<file path="config.mk">
export PLATFORM = sky130hd
export DESIGN_NAME = i2cm_top
export DESIGN_NICKNAME = d
export VERILOG_FILES = /design/src/i2cm_phase_timer.v /design/src/i2cm_top.v
export VERILOG_INCLUDE_DIRS = /design/src
export SDC_FILE = /design/constraint.sdc
export NUM_CORES = 1
export LEC_CHECK = 0
export ABC_AREA = 1
export BUFFER_PORTS_ARGS = -buffer_cell sky130_fd_sc_hd__buf_4
export CAP_MARGIN = 0
export CORE_ASPECT_RATIO = 1.2
export CORE_MARGIN = 1
export CORE_UTILIZATION = 45
export CTS_BUF_LIST = sky130_fd_sc_hd__clkbuf_2
export CTS_CLUSTER_DIAMETER = 120
export CTS_CLUSTER_SIZE = 25
export DETAILED_ROUTE_END_ITERATION = 10
export GPL_ROUTABILITY_DRIVEN = 1
export PLACE_DENSITY = 0.66
export SYNTH_ARGS = -nofsm -noshare
export SYNTH_HDL_FRONTEND = slang
export SYNTH_SLANG_ARGS = --single-unit
</file>
<file path="constraint.sdc">
create_clock -name mclk -period 5.6 [get_ports mclk]
set_clock_uncertainty 0.1 [all_clocks]
set_input_delay 0.84 -clock mclk [delete_from_list [all_inputs] [get_ports mclk]]
set_output_delay 0.84 -clock mclk [all_outputs]
set_load 0.02 [all_outputs]
</file>
<file path="src/i2cm_defs.vh">
`ifndef I2CM_DEFS_VH
`define I2CM_DEFS_VH

// ----------------------------------------
// Register indices (byte address = 4 * index)
// ----------------------------------------
`define I2CM_IDX_HIGH_CNT      6'h0A
`define I2CM_IDX_LOW_CNT       6'h0B
`define I2CM_IDX_PORT_CTL      6'h0C
`define I2CM_IDX_STATUS        6'h20
`define I2CM_ADDR_SHIFT        2
`define I2CM_ADDR_W            8

// ----------------------------------------
// Reset values
// ----------------------------------------
`define I2CM_RST_HIGH_CNT      8'h7A
`define I2CM_RST_LOW_CNT       8'h7A
`define I2CM_RST_PORT_CTL      8'h0F

// ----------------------------------------
// Port control fields
// ----------------------------------------
`define I2CM_MAP_LSB           4
`define I2CM_MAP_MSB           7
`define I2CM_EN_LSB            0
`define I2CM_EN_MSB            3
`define I2CM_NUM_CHAN          4

// ----------------------------------------
// Status fields
// ----------------------------------------
`define I2CM_ST_MST_LSB        0
`define I2CM_ST_MST_MSB        3
`define I2CM_ST_SLV_LSB        4
`define I2CM_ST_SLV_MSB        5
`define I2CM_ST_SCL_IN         6
`define I2CM_ST_REF            7

// ----------------------------------------
// Timing
// ----------------------------------------
`define I2CM_OSC_PERIOD_NS     40
`define I2CM_MCLK_PERIOD_NS    20
`define I2CM_MCLK_PER_OSC      (`I2CM_OSC_PERIOD_NS / `I2CM_MCLK_PERIOD_NS)
`define I2CM_EXTRA_OSC         9'h005
`define I2CM_CNT_W             9
`define I2CM_SUB_W             4

`endif

</file>
<file path="src/i2cm_phase_timer.v">
`timescale 1ns/10ps
`include "i2cm_defs.vh"

module i2cm_phase_timer (
    // Clock and reset
    input  wire                    mclk,
    input  wire                    rst_n,
    // Control
    input  wire                    load,
    input  wire [`I2CM_CNT_W-1:0]  load_val,
    // Status
    output wire                    busy,
    output wire                    done
);

    localparam integer           SUB_LAST_I = `I2CM_MCLK_PER_OSC - 1;
    localparam [`I2CM_SUB_W-1:0] SUB_LAST   = SUB_LAST_I[`I2CM_SUB_W-1:0];
    localparam [`I2CM_CNT_W-1:0] CNT_ONE  = 9'h001;
    localparam [`I2CM_CNT_W-1:0] CNT_ZERO = 9'h000;

    reg [`I2CM_CNT_W-1:0] cnt_ff;
    reg [`I2CM_SUB_W-1:0] sub_ff;
    reg                   done_ff;
    reg [`I2CM_CNT_W-1:0] nxt_cnt;
    reg [`I2CM_SUB_W-1:0] nxt_sub;
    reg                   nxt_done;

    // ----------------------------------------
    // Down-counter of oscillator periods
    // ----------------------------------------
    // Sub-divider restarts on load so every phase is exact, not jittered
    always @* begin
        nxt_cnt  = cnt_ff;
        nxt_sub  = sub_ff;
        nxt_done = 1'b0;
        if (load) begin
            nxt_cnt = load_val;
            nxt_sub = 4'h0;
        end else if (cnt_ff != CNT_ZERO) begin
            if (sub_ff == SUB_LAST) begin
                nxt_sub = 4'h0;
                nxt_cnt = cnt_ff - CNT_ONE;
            end else begin
                nxt_sub = sub_ff + 4'h1;
                // Done leads by one cycle: caller's state flop adds one back
                if ((cnt_ff == CNT_ONE) && (nxt_sub == SUB_LAST)) begin
                    nxt_done = 1'b1;
                end
            end
        end
    end

    always @(posedge mclk or negedge rst_n) begin
        if (!rst_n) begin
            cnt_ff  <= 9'h000;
            sub_ff  <= 4'h0;
            done_ff <= 1'b0;
        end else begin
            cnt_ff  <= nxt_cnt;
            sub_ff  <= nxt_sub;
            done_ff <= nxt_done;
        end
    end

    assign busy = (cnt_ff != CNT_ZERO);
    assign done = done_ff;

endmodule

</file>
<file path="src/i2cm_top.v">
// Register access over APB is this design's own decision.
`timescale 1ns/10ps
`include "i2cm_defs.vh"

module i2cm_top (
    // Clock and reset
    input  wire        mclk,
    input  wire        rstn,
    // APB slave
    input  wire        psel,
    input  wire        penable,
    input  wire        pwrite,
    input  wire [7:0]  paddr,
    input  wire [31:0] pwdata,
    output wire        pready,
    output wire [31:0] prdata,
    output wire        pslverr,
    // Local I2C master clocking
    input  wire        mst_clk_req,
    input  wire        scl_in,
    output wire        scl_out,
    output wire        scl_oe,
    output wire        scl_fall,
    output wire        scl_rise,
    // Control channel slave access
    input  wire        slv_stretch,
    input  wire        slv_sda_valid,
    output wire        slv_setup_done,
    // Control channel routing
    input  wire [3:0]  chan_req,
    output wire [3:0]  chan_to_slave0,
    output wire [3:0]  chan_to_slave1,
    // Receiver ports and clock source
    input  wire        reference_clock_input,
    output wire        rx_port0_on,
    output wire        rx_port1_on,
    output wire        rx_port2_on,
    output wire        rx_port3_on
);

    // ----------------------------------------
    // States
    // ----------------------------------------
    localparam [3:0] M_IDLE  = 4'h1;
    localparam [3:0] M_LOW   = 4'h2;
    localparam [3:0] M_RWAIT = 4'h4;
    localparam [3:0] M_HIGH  = 4'h8;
    localparam [1:0] S_IDLE  = 2'h1;
    localparam [1:0] S_SETUP = 2'h2;

    // ----------------------------------------
    // Reset synchroniser
    // ----------------------------------------
    reg rst_meta_ff;
    reg rst_sync_ff;

    always @(posedge mclk or negedge rstn) begin
        if (!rstn) begin
            rst_meta_ff <= 1'b0;
            rst_sync_ff <= 1'b0;
        end else begin
            rst_meta_ff <= 1'b1;
            rst_sync_ff <= rst_meta_ff;
        end
    end

    wire rst_n = rst_sync_ff;

    // ----------------------------------------
    // Registers
    // ----------------------------------------
    reg [7:0]  high_cnt_ff;
    reg [7:0]  low_cnt_ff;
    reg [7:0]  port_ctl_ff;
    reg [31:0] prdata_ff;
    reg        pslverr_ff;
    reg [3:0]  mst_state_ff;
    reg [3:0]  nxt_mst_state;
    reg [1:0]  slv_state_ff;
    reg [1:0]  nxt_slv_state;
    reg        scl_fall_ff;
    reg        scl_rise_ff;
    reg        slv_done_ff;
    reg [3:0]  to_slave0_ff;
    reg [3:0]  to_slave1_ff;

    // ----------------------------------------
    // APB decode
    // ----------------------------------------
    wire       apb_setup  = psel & ~penable;
    wire       apb_access = psel & penable;
    wire [5:0] reg_idx    = paddr[7:`I2CM_ADDR_SHIFT];
    wire       aligned    = (paddr[1:0] == 2'h0);
    wire       hit_high   = aligned & (reg_idx == `I2CM_IDX_HIGH_CNT);
    wire       hit_low    = aligned & (reg_idx == `I2CM_IDX_LOW_CNT);
    wire       hit_ctl    = aligned & (reg_idx == `I2CM_IDX_PORT_CTL);
    wire       hit_stat   = aligned & (reg_idx == `I2CM_IDX_STATUS);
    wire       hit_any    = hit_high | hit_low | hit_ctl | hit_stat;
    wire       bad_acc    = ~hit_any | (pwrite & hit_stat);
    wire       wr_ok      = apb_access & pwrite & ~bad_acc;

    // Zero wait states keep the master simple
    assign pready  = 1'b1;
    assign prdata  = prdata_ff;
    assign pslverr = pslverr_ff;

    // ----------------------------------------
    // Status word
    // ----------------------------------------
    wire [7:0] status_word;

    assign status_word[`I2CM_ST_MST_MSB:`I2CM_ST_MST_LSB] = mst_state_ff;
    assign status_word[`I2CM_ST_SLV_MSB:`I2CM_ST_SLV_LSB] = slv_state_ff;
    assign status_word[`I2CM_ST_SCL_IN]                   = scl_in;
    assign status_word[`I2CM_ST_REF]                      = reference_clock_input;

    reg [7:0] rd_mux;

    always @* begin
        rd_mux = 8'h00;
        if (hit_high) begin
            rd_mux = high_cnt_ff;
        end else if (hit_low) begin
            rd_mux = low_cnt_ff;
        end else if (hit_ctl) begin
            rd_mux = port_ctl_ff;
        end else if (hit_stat) begin
            rd_mux = status_word;
        end
    end

    // Read data is captured in setup so it stands through access
    always @(posedge mclk or negedge rst_n) begin
        if (!rst_n) begin
            prdata_ff  <= 32'h00000000;
            pslverr_ff <= 1'b0;
        end else if (apb_setup) begin
            prdata_ff  <= {24'h000000, rd_mux};
            pslverr_ff <= bad_acc;
        end else if (!psel) begin
            pslverr_ff <= 1'b0;
        end
    end

    always @(posedge mclk or negedge rst_n) begin
        if (!rst_n) begin
            high_cnt_ff <= `I2CM_RST_HIGH_CNT;
            low_cnt_ff  <= `I2CM_RST_LOW_CNT;
            port_ctl_ff <= `I2CM_RST_PORT_CTL;
        end else if (wr_ok) begin
            if (hit_high) begin
                high_cnt_ff <= pwdata[7:0];
            end
            if (hit_low) begin
                low_cnt_ff <= pwdata[7:0];
            end
            if (hit_ctl) begin
                port_ctl_ff <= pwdata[7:0];
            end
        end
    end

    // ----------------------------------------
    // Phase lengths
    // ----------------------------------------
    // Five extra oscillator periods are added in every phase
    wire [8:0] high_len = {1'b0, high_cnt_ff} + `I2CM_EXTRA_OSC;
    wire [8:0] low_len  = {1'b0, low_cnt_ff} + `I2CM_EXTRA_OSC;

    // ----------------------------------------
    // Master SCL generator
    // ----------------------------------------
    reg        mst_load;
    reg [8:0]  mst_val;
    wire       mst_busy;
    wire       mst_done;

    i2cm_phase_timer u_mst_timer (
        .mclk     (mclk),
        .rst_n    (rst_n),
        .load     (mst_load),
        .load_val (mst_val),
        .busy     (mst_busy),
        .done     (mst_done)
    );

    always @* begin
        nxt_mst_state = mst_state_ff;
        mst_load      = 1'b0;
        mst_val       = low_len;
        case (mst_state_ff)
            M_IDLE: begin
                if (mst_clk_req) begin
                    nxt_mst_state = M_LOW;
                    mst_load      = 1'b1;
                    mst_val       = low_len;
                end
            end
            M_LOW: begin
                if (mst_done) begin
                    nxt_mst_state = M_RWAIT;
                end
            end
            M_RWAIT: begin
                // A slave stretching SCL delays the high count start
                if (scl_in) begin
                    nxt_mst_state = M_HIGH;
                    mst_load      = 1'b1;
                    mst_val       = high_len;
                end
            end
            M_HIGH: begin
                if (mst_done) begin
                    if (mst_clk_req) begin
                        nxt_mst_state = M_LOW;
                        mst_load      = 1'b1;
                        mst_val       = low_len;
                    end else begin
                        nxt_mst_state = M_IDLE;
                    end
                end
            end
            default: begin
                nxt_mst_state = M_IDLE;
            end
        endcase
    end

    always @(posedge mclk or negedge rst_n) begin
        if (!rst_n) begin
            mst_state_ff <= M_IDLE;
            scl_fall_ff  <= 1'b0;
            scl_rise_ff  <= 1'b0;
        end else begin
            mst_state_ff <= nxt_mst_state;
            scl_fall_ff  <= (nxt_mst_state == M_LOW) & (mst_state_ff != M_LOW);
            scl_rise_ff  <= (nxt_mst_state == M_HIGH) & (mst_state_ff != M_HIGH);
        end
    end

    assign scl_fall = scl_fall_ff;
    assign scl_rise = scl_rise_ff;

    // ----------------------------------------
    // Slave SDA setup before SCL release
    // ----------------------------------------
    wire slv_busy;
    wire slv_done;
    wire slv_load = (slv_state_ff == S_IDLE) & slv_sda_valid;

    i2cm_phase_timer u_slv_timer (
        .mclk     (mclk),
        .rst_n    (rst_n),
        .load     (slv_load),
        .load_val (low_len),
        .busy     (slv_busy),
        .done     (slv_done)
    );

    always @* begin
        nxt_slv_state = slv_state_ff;
        case (slv_state_ff)
            S_IDLE: begin
                if (slv_sda_valid) begin
                    nxt_slv_state = S_SETUP;
                end
            end
            S_SETUP: begin
                if (slv_done) begin
                    nxt_slv_state = S_IDLE;
                end
            end
            default: begin
                nxt_slv_state = S_IDLE;
            end
        endcase
    end

    always @(posedge mclk or negedge rst_n) begin
        if (!rst_n) begin
            slv_state_ff <= S_IDLE;
            slv_done_ff  <= 1'b0;
        end else begin
            slv_state_ff <= nxt_slv_state;
            slv_done_ff  <= slv_done;
        end
    end

    assign slv_setup_done = slv_done_ff;

    // ----------------------------------------
    // SCL pin
    // ----------------------------------------
    // Open drain: enable pulls low, data line is always zero
    wire slv_hold = slv_stretch | (slv_state_ff == S_SETUP);

    assign scl_oe  = (mst_state_ff == M_LOW) | slv_hold;
    assign scl_out = 1'b0;

    // ----------------------------------------
    // Control channel routing
    // ----------------------------------------
    genvar ch;
    generate
        for (ch = 0; ch < `I2CM_NUM_CHAN; ch = ch + 1) begin : g_chan
            always @(posedge mclk or negedge rst_n) begin
                if (!rst_n) begin
                    to_slave0_ff[ch] <= 1'b0;
                    to_slave1_ff[ch] <= 1'b0;
                end else begin
                    to_slave0_ff[ch] <= chan_req[ch] & ~port_ctl_ff[`I2CM_MAP_LSB + ch];
                    to_slave1_ff[ch] <= chan_req[ch] & port_ctl_ff[`I2CM_MAP_LSB + ch];
                end
            end
        end
    endgenerate

    assign chan_to_slave0 = to_slave0_ff;
    assign chan_to_slave1 = to_slave1_ff;

    // ----------------------------------------
    // Receiver enables
    // ----------------------------------------
    assign rx_port0_on = port_ctl_ff[`I2CM_EN_LSB];
    assign rx_port1_on = port_ctl_ff[`I2CM_EN_LSB + 1];
    assign rx_port2_on = port_ctl_ff[`I2CM_EN_LSB + 2];
    assign rx_port3_on = port_ctl_ff[`I2CM_EN_MSB];

endmodule

</file>
After elaboration in Yosys (flattened, before gate mapping)

Cells that the tools add are included.

Flip-flop bits (word level): 80
Latch bits: 0
Bits in writable memories: 0
ROM bits: 0
Input bits: 54
Output and inout bits: 51
Word-level logic and storage cells: 144
Memories kept: 0

Add/sub/neg operators: 6
Multipliers: 0
Div/mod/pow operators: 0
Order comparisons: 0
Eq/ne operators: 23
Shifts and indexed selects: 0
Muxes and demuxes: 41
Bitwise gates (word level): 33
Reductions and logical operators: 15

Operator list:

| cell                  | count |
|---|---|
| $mux W9               | 8 |
| $mux W4               | 10 |
| $mux W8               | 4 |
| $and A1 B1 Y1         | 20 |
| $eq A4 B1 Y1 const B  | 5 |
| $add A8 B3 Y9 const B | 2 |
| $eq A6 B4 Y1 const B  | 3 |
| $eq A9 B1 Y1 const B  | 2 |
| $reduce_bool A9 Y1    | 2 |
| $sub A9 B1 Y9 const B | 2 |
| $pmux W4 S4           | 1 |
| $mux W1               | 13 |
| $reduce_and A2 Y1     | 6 |
| $add A4 B1 Y4 const B | 2 |
| $eq A4 B2 Y1 const B  | 2 |
| $eq A4 B4 Y1 const B  | 2 |
| $reduce_bool A2 Y1    | 4 |
| $not A1 Y1            | 7 |
| $eq A6 B6 Y1 const B  | 1 |
| $mux W2               | 3 |
| $or A1 B1 Y1          | 6 |
| $eq A4 B3 Y1 const B  | 1 |
| $ne A2 B1 Y1 const B  | 2 |
| $ne A4 B2 Y1 const B  | 1 |
| 8 further kinds       | 9 |

Longest topological paths before layout

Depth in word-level cells: 10
Depth in mapped cells: 12
Mapped depth without buffers: 11

Hierarchy

Synthesis repeated with hierarchy kept, for this count alone.

Cells, all modules: 675
Area total of the unflattened synthesis: 5159.9 um^2

By module, submodules not included:

| module           | times used | cells each | area an instance (um^2) | sequential area each (um^2) |
|---|---|---|---|---|
| i2cm_top         | 1          | 389        | 3085.5                  | 1321.3 |
| i2cm_phase_timer | 2          | 143        | 1037.2                  | 350.3 |

Worst setup path before layout

OpenSTA, ideal clock, no wires.

Kind: input-to-output
Start: in slv_stretch
End: out scl_oe
Arrival time: 1.081 ns
Data required time: 4.660 ns
Setup slack: 3.579 ns
Stages on the path: 2
Buffers on the path: 0
Cells stage by stage: a21oi_1 nand2_1

Word-level cells in the longest chain between the ends: 2

RTL lines:

| item               | line           | source |
|---|---|---|
| start: declaration | i2cm_top.v:26  | `input wire slv_stretch,` |
| $or A1 B1 Y1       | i2cm_top.v:295 | `wire slv_hold = slv_stretch \| (slv_state_ff == S_SETUP);` |
| $or A1 B1 Y1       | i2cm_top.v:297 | `assign scl_oe = (mst_state_ff == M_LOW) \| slv_hold;` |
| end: declaration   | i2cm_top.v:22  | `output wire scl_oe,` |

No other way between the ends.

Final worst setup path

Start: reg slv_state_ff[0]
End: reg u_slv_timer.cnt_ff[5]

Word-level cells in the longest chain between the ends: 4

RTL lines:

| item                         | line                  | source |
|---|---|---|
| start: declaration           | i2cm_top.v:79         | `reg [1:0] slv_state_ff;` |
| start signal: assignment     | i2cm_top.v:284        | `slv_state_ff <= nxt_slv_state;` |
| $eq A2 B1 Y1 *               | i2cm_top.v:249        | `wire slv_load = (slv_state_ff == S_IDLE) & slv_sda_valid;` |
| $and A1 B1 Y1 *              | i2cm_top.v:249        |  |
| $reduce_bool A2 Y1 (no line) | -                     |  |
| $reduce_and A2 Y1 (no line)  | -                     |  |
| end signal: assignment       | i2cm_phase_timer.v:59 | `cnt_ff <= nxt_cnt;` |
| end: declaration             | i2cm_phase_timer.v:21 | `` reg [`I2CM_CNT_W-1:0] cnt_ff; `` |

Every way passes the cells marked *; elsewhere a longest branch is shown, timed or not.
A chain may end at the register's enable or synchronous reset.

==> results.json <==
{
  "detailedPlace.worstSlack_ns": 2.66,
  "worstSetupStartpointType": "flop",
  "core.rowCount": 42,
  "finalWirelength_um": 11500,
  "place.port_buffers": 54,
  "timing.max_cap.violations": 0,
  "grt_antenna_before_repair": 1,
  "ir_drop_mv": 0.116,
  "fin_setup_tns_ns": 0,
  "report.final.hold_viol_count": 0,
  "cts-root-to-sink-buffers": 2,
  "critPathMaxStageDelay_ns": 0.62,
  "synth_area_sq_um": 5100,
  "cells_resized_by_post_cts_repair": 0,
  "clock_latency_ns": 0.58,
  "cts.htree.levels": 3,
  "hpwlAfterDp_um": 8660,
  "synth_top_family_by_area": "simple AND/OR/NAND/NOR gates",
  "cp_data_arrival_time_ns": 2.99,
  "postSynthCellCount": 668,
  "synth_adder_area_share_pct": 3.43,
  "timing.final.ws_setup_ns": 2.97,
  "cts.root.buffer_cell": "sky130_fd_sc_hd__clkbuf_2",
  "timing.final.setup_violations": 0,
  "area_growth_syn_to_layout_pct": 8.86,
  "dieHeight_um": 119,
  "globalRouteTotalUtil_pct": 20.7,
  "synth.yosys.warnings": 0,
  "timing.max_slew.rel_slack_pct": 25.3,
  "yosys-mux-area-fraction_pct": 0,
  "max_clock_freq_mhz": 381,
  "boundaryPins": 105,
  "ordered_list_of_cells_on_the_worst_path": "nand2_1 -> nor2_1 -> inv_1 -> nand4_2 -> nand2_2 -> inv_2 -> nand2_1 -> nand2_1 -> nand2_1",
  "power_frac_clock_pct": 19.9,
  "worst_setup_path_end_kind": "flop",
  "die-width_um": 99.2,
  "pwr_density_cell_nw_per_um2": 261,
  "cts_made_buffers": 9,
  "layout_common_cells": "sky130_fd_sc_hd__nand2_1 (231), sky130_fd_sc_hd__dfrtp_1 (63), sky130_fd_sc_hd__inv_1 (56), sky130_fd_sc_hd__buf_4 (54), sky130_fd_sc_hd__nand3_1 (50)",
  "path_buf_inv": 2,
  "pre_repair_dr_iteration_count": 4,
  "viasPerCell": 5.10,
  "grt_overflow": 0,
  "yosys.area.top_type_share_pct": 31.4,
  "critical_path.max_fanout": 16,
  "seqPwrFrac_pct": 48.1,
  "grt_first_pass_wirelength_um": 19200,
  "async_flop_share_pct": 100,
  "register_area_share_after_synthesis_pct": 39.6,
  "synthesis.area_per_instance_sq_um": 7.63,
  "synth_largest_area_cell": "sky130_fd_sc_hd__dfrtp_1",
  "synth_enable_flop_cells": 0,
  "critical_path_required_ns": 5.97,
  "initial_core_util_pct": 46.2,
  "detailroute.via_count": 4353,
  "route.detailed.wl_per_inst_um": 13.5,
  "critical_path.most_common_cell": "sky130_fd_sc_hd__nand2_1",
  "pin_count_of_the_biggest_net_entering_global_routing": 79,
  "cts_tree": "built",
  "final_layout_size_suffix_gt1_share_pct": 18.2,
  "p_sw_w": 0.000580,
  "status": "finished clean",
  "cp_top_family": "simple AND/OR/NAND/NOR gates",
  "final.min_clock_period_ns": 2.63,
  "cell_with_the_largest_stage_delay_on_the_worst_path": "sky130_fd_sc_hd__dfstp_2",
  "mostFrequentLayoutCell": "sky130_fd_sc_hd__nand2_1",
  "detail_route.drc_violations": 0,
  "cts.sinks": 80,
  "synthSimpleGateAreaFrac_pct": 37.5,
  "number_of_global_route_vias_before_repair": 4122,
  "postRouteAntennaNets": 0,
  "finish.utilization_pct": 50.3,
  "synth_flop_cell": "sky130_fd_sc_hd__dfrtp_1",
  "min-delay-path-class": "flop to flop",
  "power.switching_fraction_pct": 40.1,
  "timing.hold.ws_ns": 0.287,
  "fin_crit_sh_pct": 46.9,
  "drt_iter0_drc": 212,
  "finalMaxSlewViolations": 0,
  "path_class": "flop to flop",
  "p_comb_share_pct": 32.1,
  "synth_compound_area_share_pct": 5.72,
  "place_congestion": 0.889,
  "post_synth_main_area_contributors": "sky130_fd_sc_hd__dfrtp_1 (31%), sky130_fd_sc_hd__nand2_1 (17%), sky130_fd_sc_hd__dfstp_2 (8.2%), sky130_fd_sc_hd__nand3_1 (4.9%), sky130_fd_sc_hd__buf_4 (4.9%)",
  "fill_cells": 1103,
  "timing_worst_slew_pin_value_ns": 1.12,
  "p_int_w": 0.000868,
  "core_area_sq_um": 11000,
  "total_leakage_power_nw": 2.87,
  "clock_transition_at_the_registers_of_the_reported_paths_ns": 0.24,
  "design.final.nets": 784,
  "yosys.area_share.xor_xnor_pct": 2.40,
  "yosys.cell_types.count": 42,
  "design.die.area_sq_um": 11800,
  "rsz0062_at_grt": "false",
  "yosys_register_bits": 80
}
[power groups by stage]
| stage | logic (W) | registers (W) | clock network [W] |
|---|---|---|---|
| 6_report | 0.000464 | 0.000696 | 0.000288 |
| 5_1_grt | 0.000527 | 0.000706 | 0.000321 |
| 3_5_place_dp | 0.000466 | 0.000706 | 0 |
| 4_1_cts | 0.000468 | 0.000697 | 0.000299 |
| 2_1_floorplan | 0.000379 | 0.000696 | 0 |
| 3_3_place_gp | 0.000452 | 0.000705 | 0 |
[Yosys cell counts (4+ instances only)]
master	number
sky130_fd_sc_hd__a21oi_1	8
sky130_fd_sc_hd__inv_2	6
sky130_fd_sc_hd__nor2_2	14
sky130_fd_sc_hd__dfstp_2	16
sky130_fd_sc_hd__clkbuf_1	4
sky130_fd_sc_hd__nand4_1	31
sky130_fd_sc_hd__nand2_1	231
sky130_fd_sc_hd__nand4_2	4
sky130_fd_sc_hd__ha_1	14
sky130_fd_sc_hd__o21ai_1	15
sky130_fd_sc_hd__nand3_1	50
sky130_fd_sc_hd__inv_1	56
sky130_fd_sc_hd__buf_4	33
sky130_fd_sc_hd__nor2_1	39
sky130_fd_sc_hd__xor2_1	11
sky130_fd_sc_hd__buf_6	4
sky130_fd_sc_hd__dfrtp_1	64
sky130_fd_sc_hd__nand2_2	4
sky130_fd_sc_hd__o21ai_0	26
[kinds of logic after synthesis]
group / count (synthesis)
and+or+nand+nor: 397
DFF: 80
other: 2
xor gates and xnor gates: 14
buffers and inverters: 107
adders and majority gates: 14
AOI/OAI and AO/OA: 54
[through the flow]
| step | power (W) | instances | cell area (sq um) |
|---|---|---|---|
| 2_1_floorplan | 0.00107 | 693 | 5190 |
| 3_3_place_gp | 0.00116 | 836 | 5440 |
| 3_5_place_dp | 0.00117 | 836 | 5440 |
| 4_1_cts | 0.00146 | 853 | 5550 |
| 5_1_grt | 0.00155 | 854 | 5550 |
| 6_report | 0.00145 | 854 | 5550 |
[state kept, by name, indices dropped and copies added (netlist names), 2 cells and up]
| register | count |
|---|---|
| u_slv_timer.cnt_ff | 9 |
| u_mst_timer.cnt_ff | 9 |
| u_slv_timer.sub_ff | 4 |
| high_cnt_ff | 8 |
| port_ctl_ff | 8 |
| prdata | 8 |
| slv_state_ff | 2 |
| low_cnt_ff | 8 |
| chan_to_slave1 | 4 |
| chan_to_slave0 | 4 |
| u_mst_timer.sub_ff | 4 |
| mst_state_ff | 4 |
[layout make-up]
cell class | count | area (sq um) | area share [%]
multi-input combinational | 506 | 2600 | 46.9
tap | 132 | 165 | 2.97
inverter | 64 | 243 | 4.37
antenna | 1 | 2.50 | 0.0451
clock buffer | 9 | 45.0 | 0.811
clock inverter | 7 | 53.8 | 0.969
sequential | 80 | 2030 | 36.5
timing repair buffer | 55 | 415 | 7.48
[path summary, 6_finish.rpt]
| path | from | to | slack [ns] | cells after the start |
|---|---|---|---|---|
| worst max-delay path | slv_state_ff[0]$_DFFE_PN1P_ | u_slv_timer.cnt_ff[5]$_DFFE_PN0P_ | 2.97 | 9 |
| worst min-delay path | rst_meta_ff$_DFF_PN0_ | rst_n$_DFF_PN0_ | 0.29 | 0 |
| worst max register to register | slv_state_ff[0]$_DFFE_PN1P_ | u_slv_timer.cnt_ff[5]$_DFFE_PN0P_ | 2.97 | 9 |
| worst min register to register | rst_meta_ff$_DFF_PN0_ | rst_n$_DFF_PN0_ | 0.29 | 0 |
| max in group asynchronous | rst_n$_DFF_PN0_ | mst_state_ff[3]$_DFF_PN0_ | 4.38 | 0 |
| min in group asynchronous | rst_n$_DFF_PN0_ | u_mst_timer.cnt_ff[1]$_DFFE_PN0P_ | 0.40 | 0 |
[per-layer routing]
metal | GRT usage (%) | wire (um)
met1 | 25.7 | 5100
met2 | 36.1 | 5910
met4 | 8.55 | 182
met5 | 0 | 0
met3 | 2.42 | 306
[repair_timing]
action | CTS | global route
hold endpoints to repair | 2 | 0
hold buffers | 1 | 0
setup buffers | 0 | 0
setup endpoints to repair | 0 | 0
Note: power is estimated with default switching activity, not from simulation.
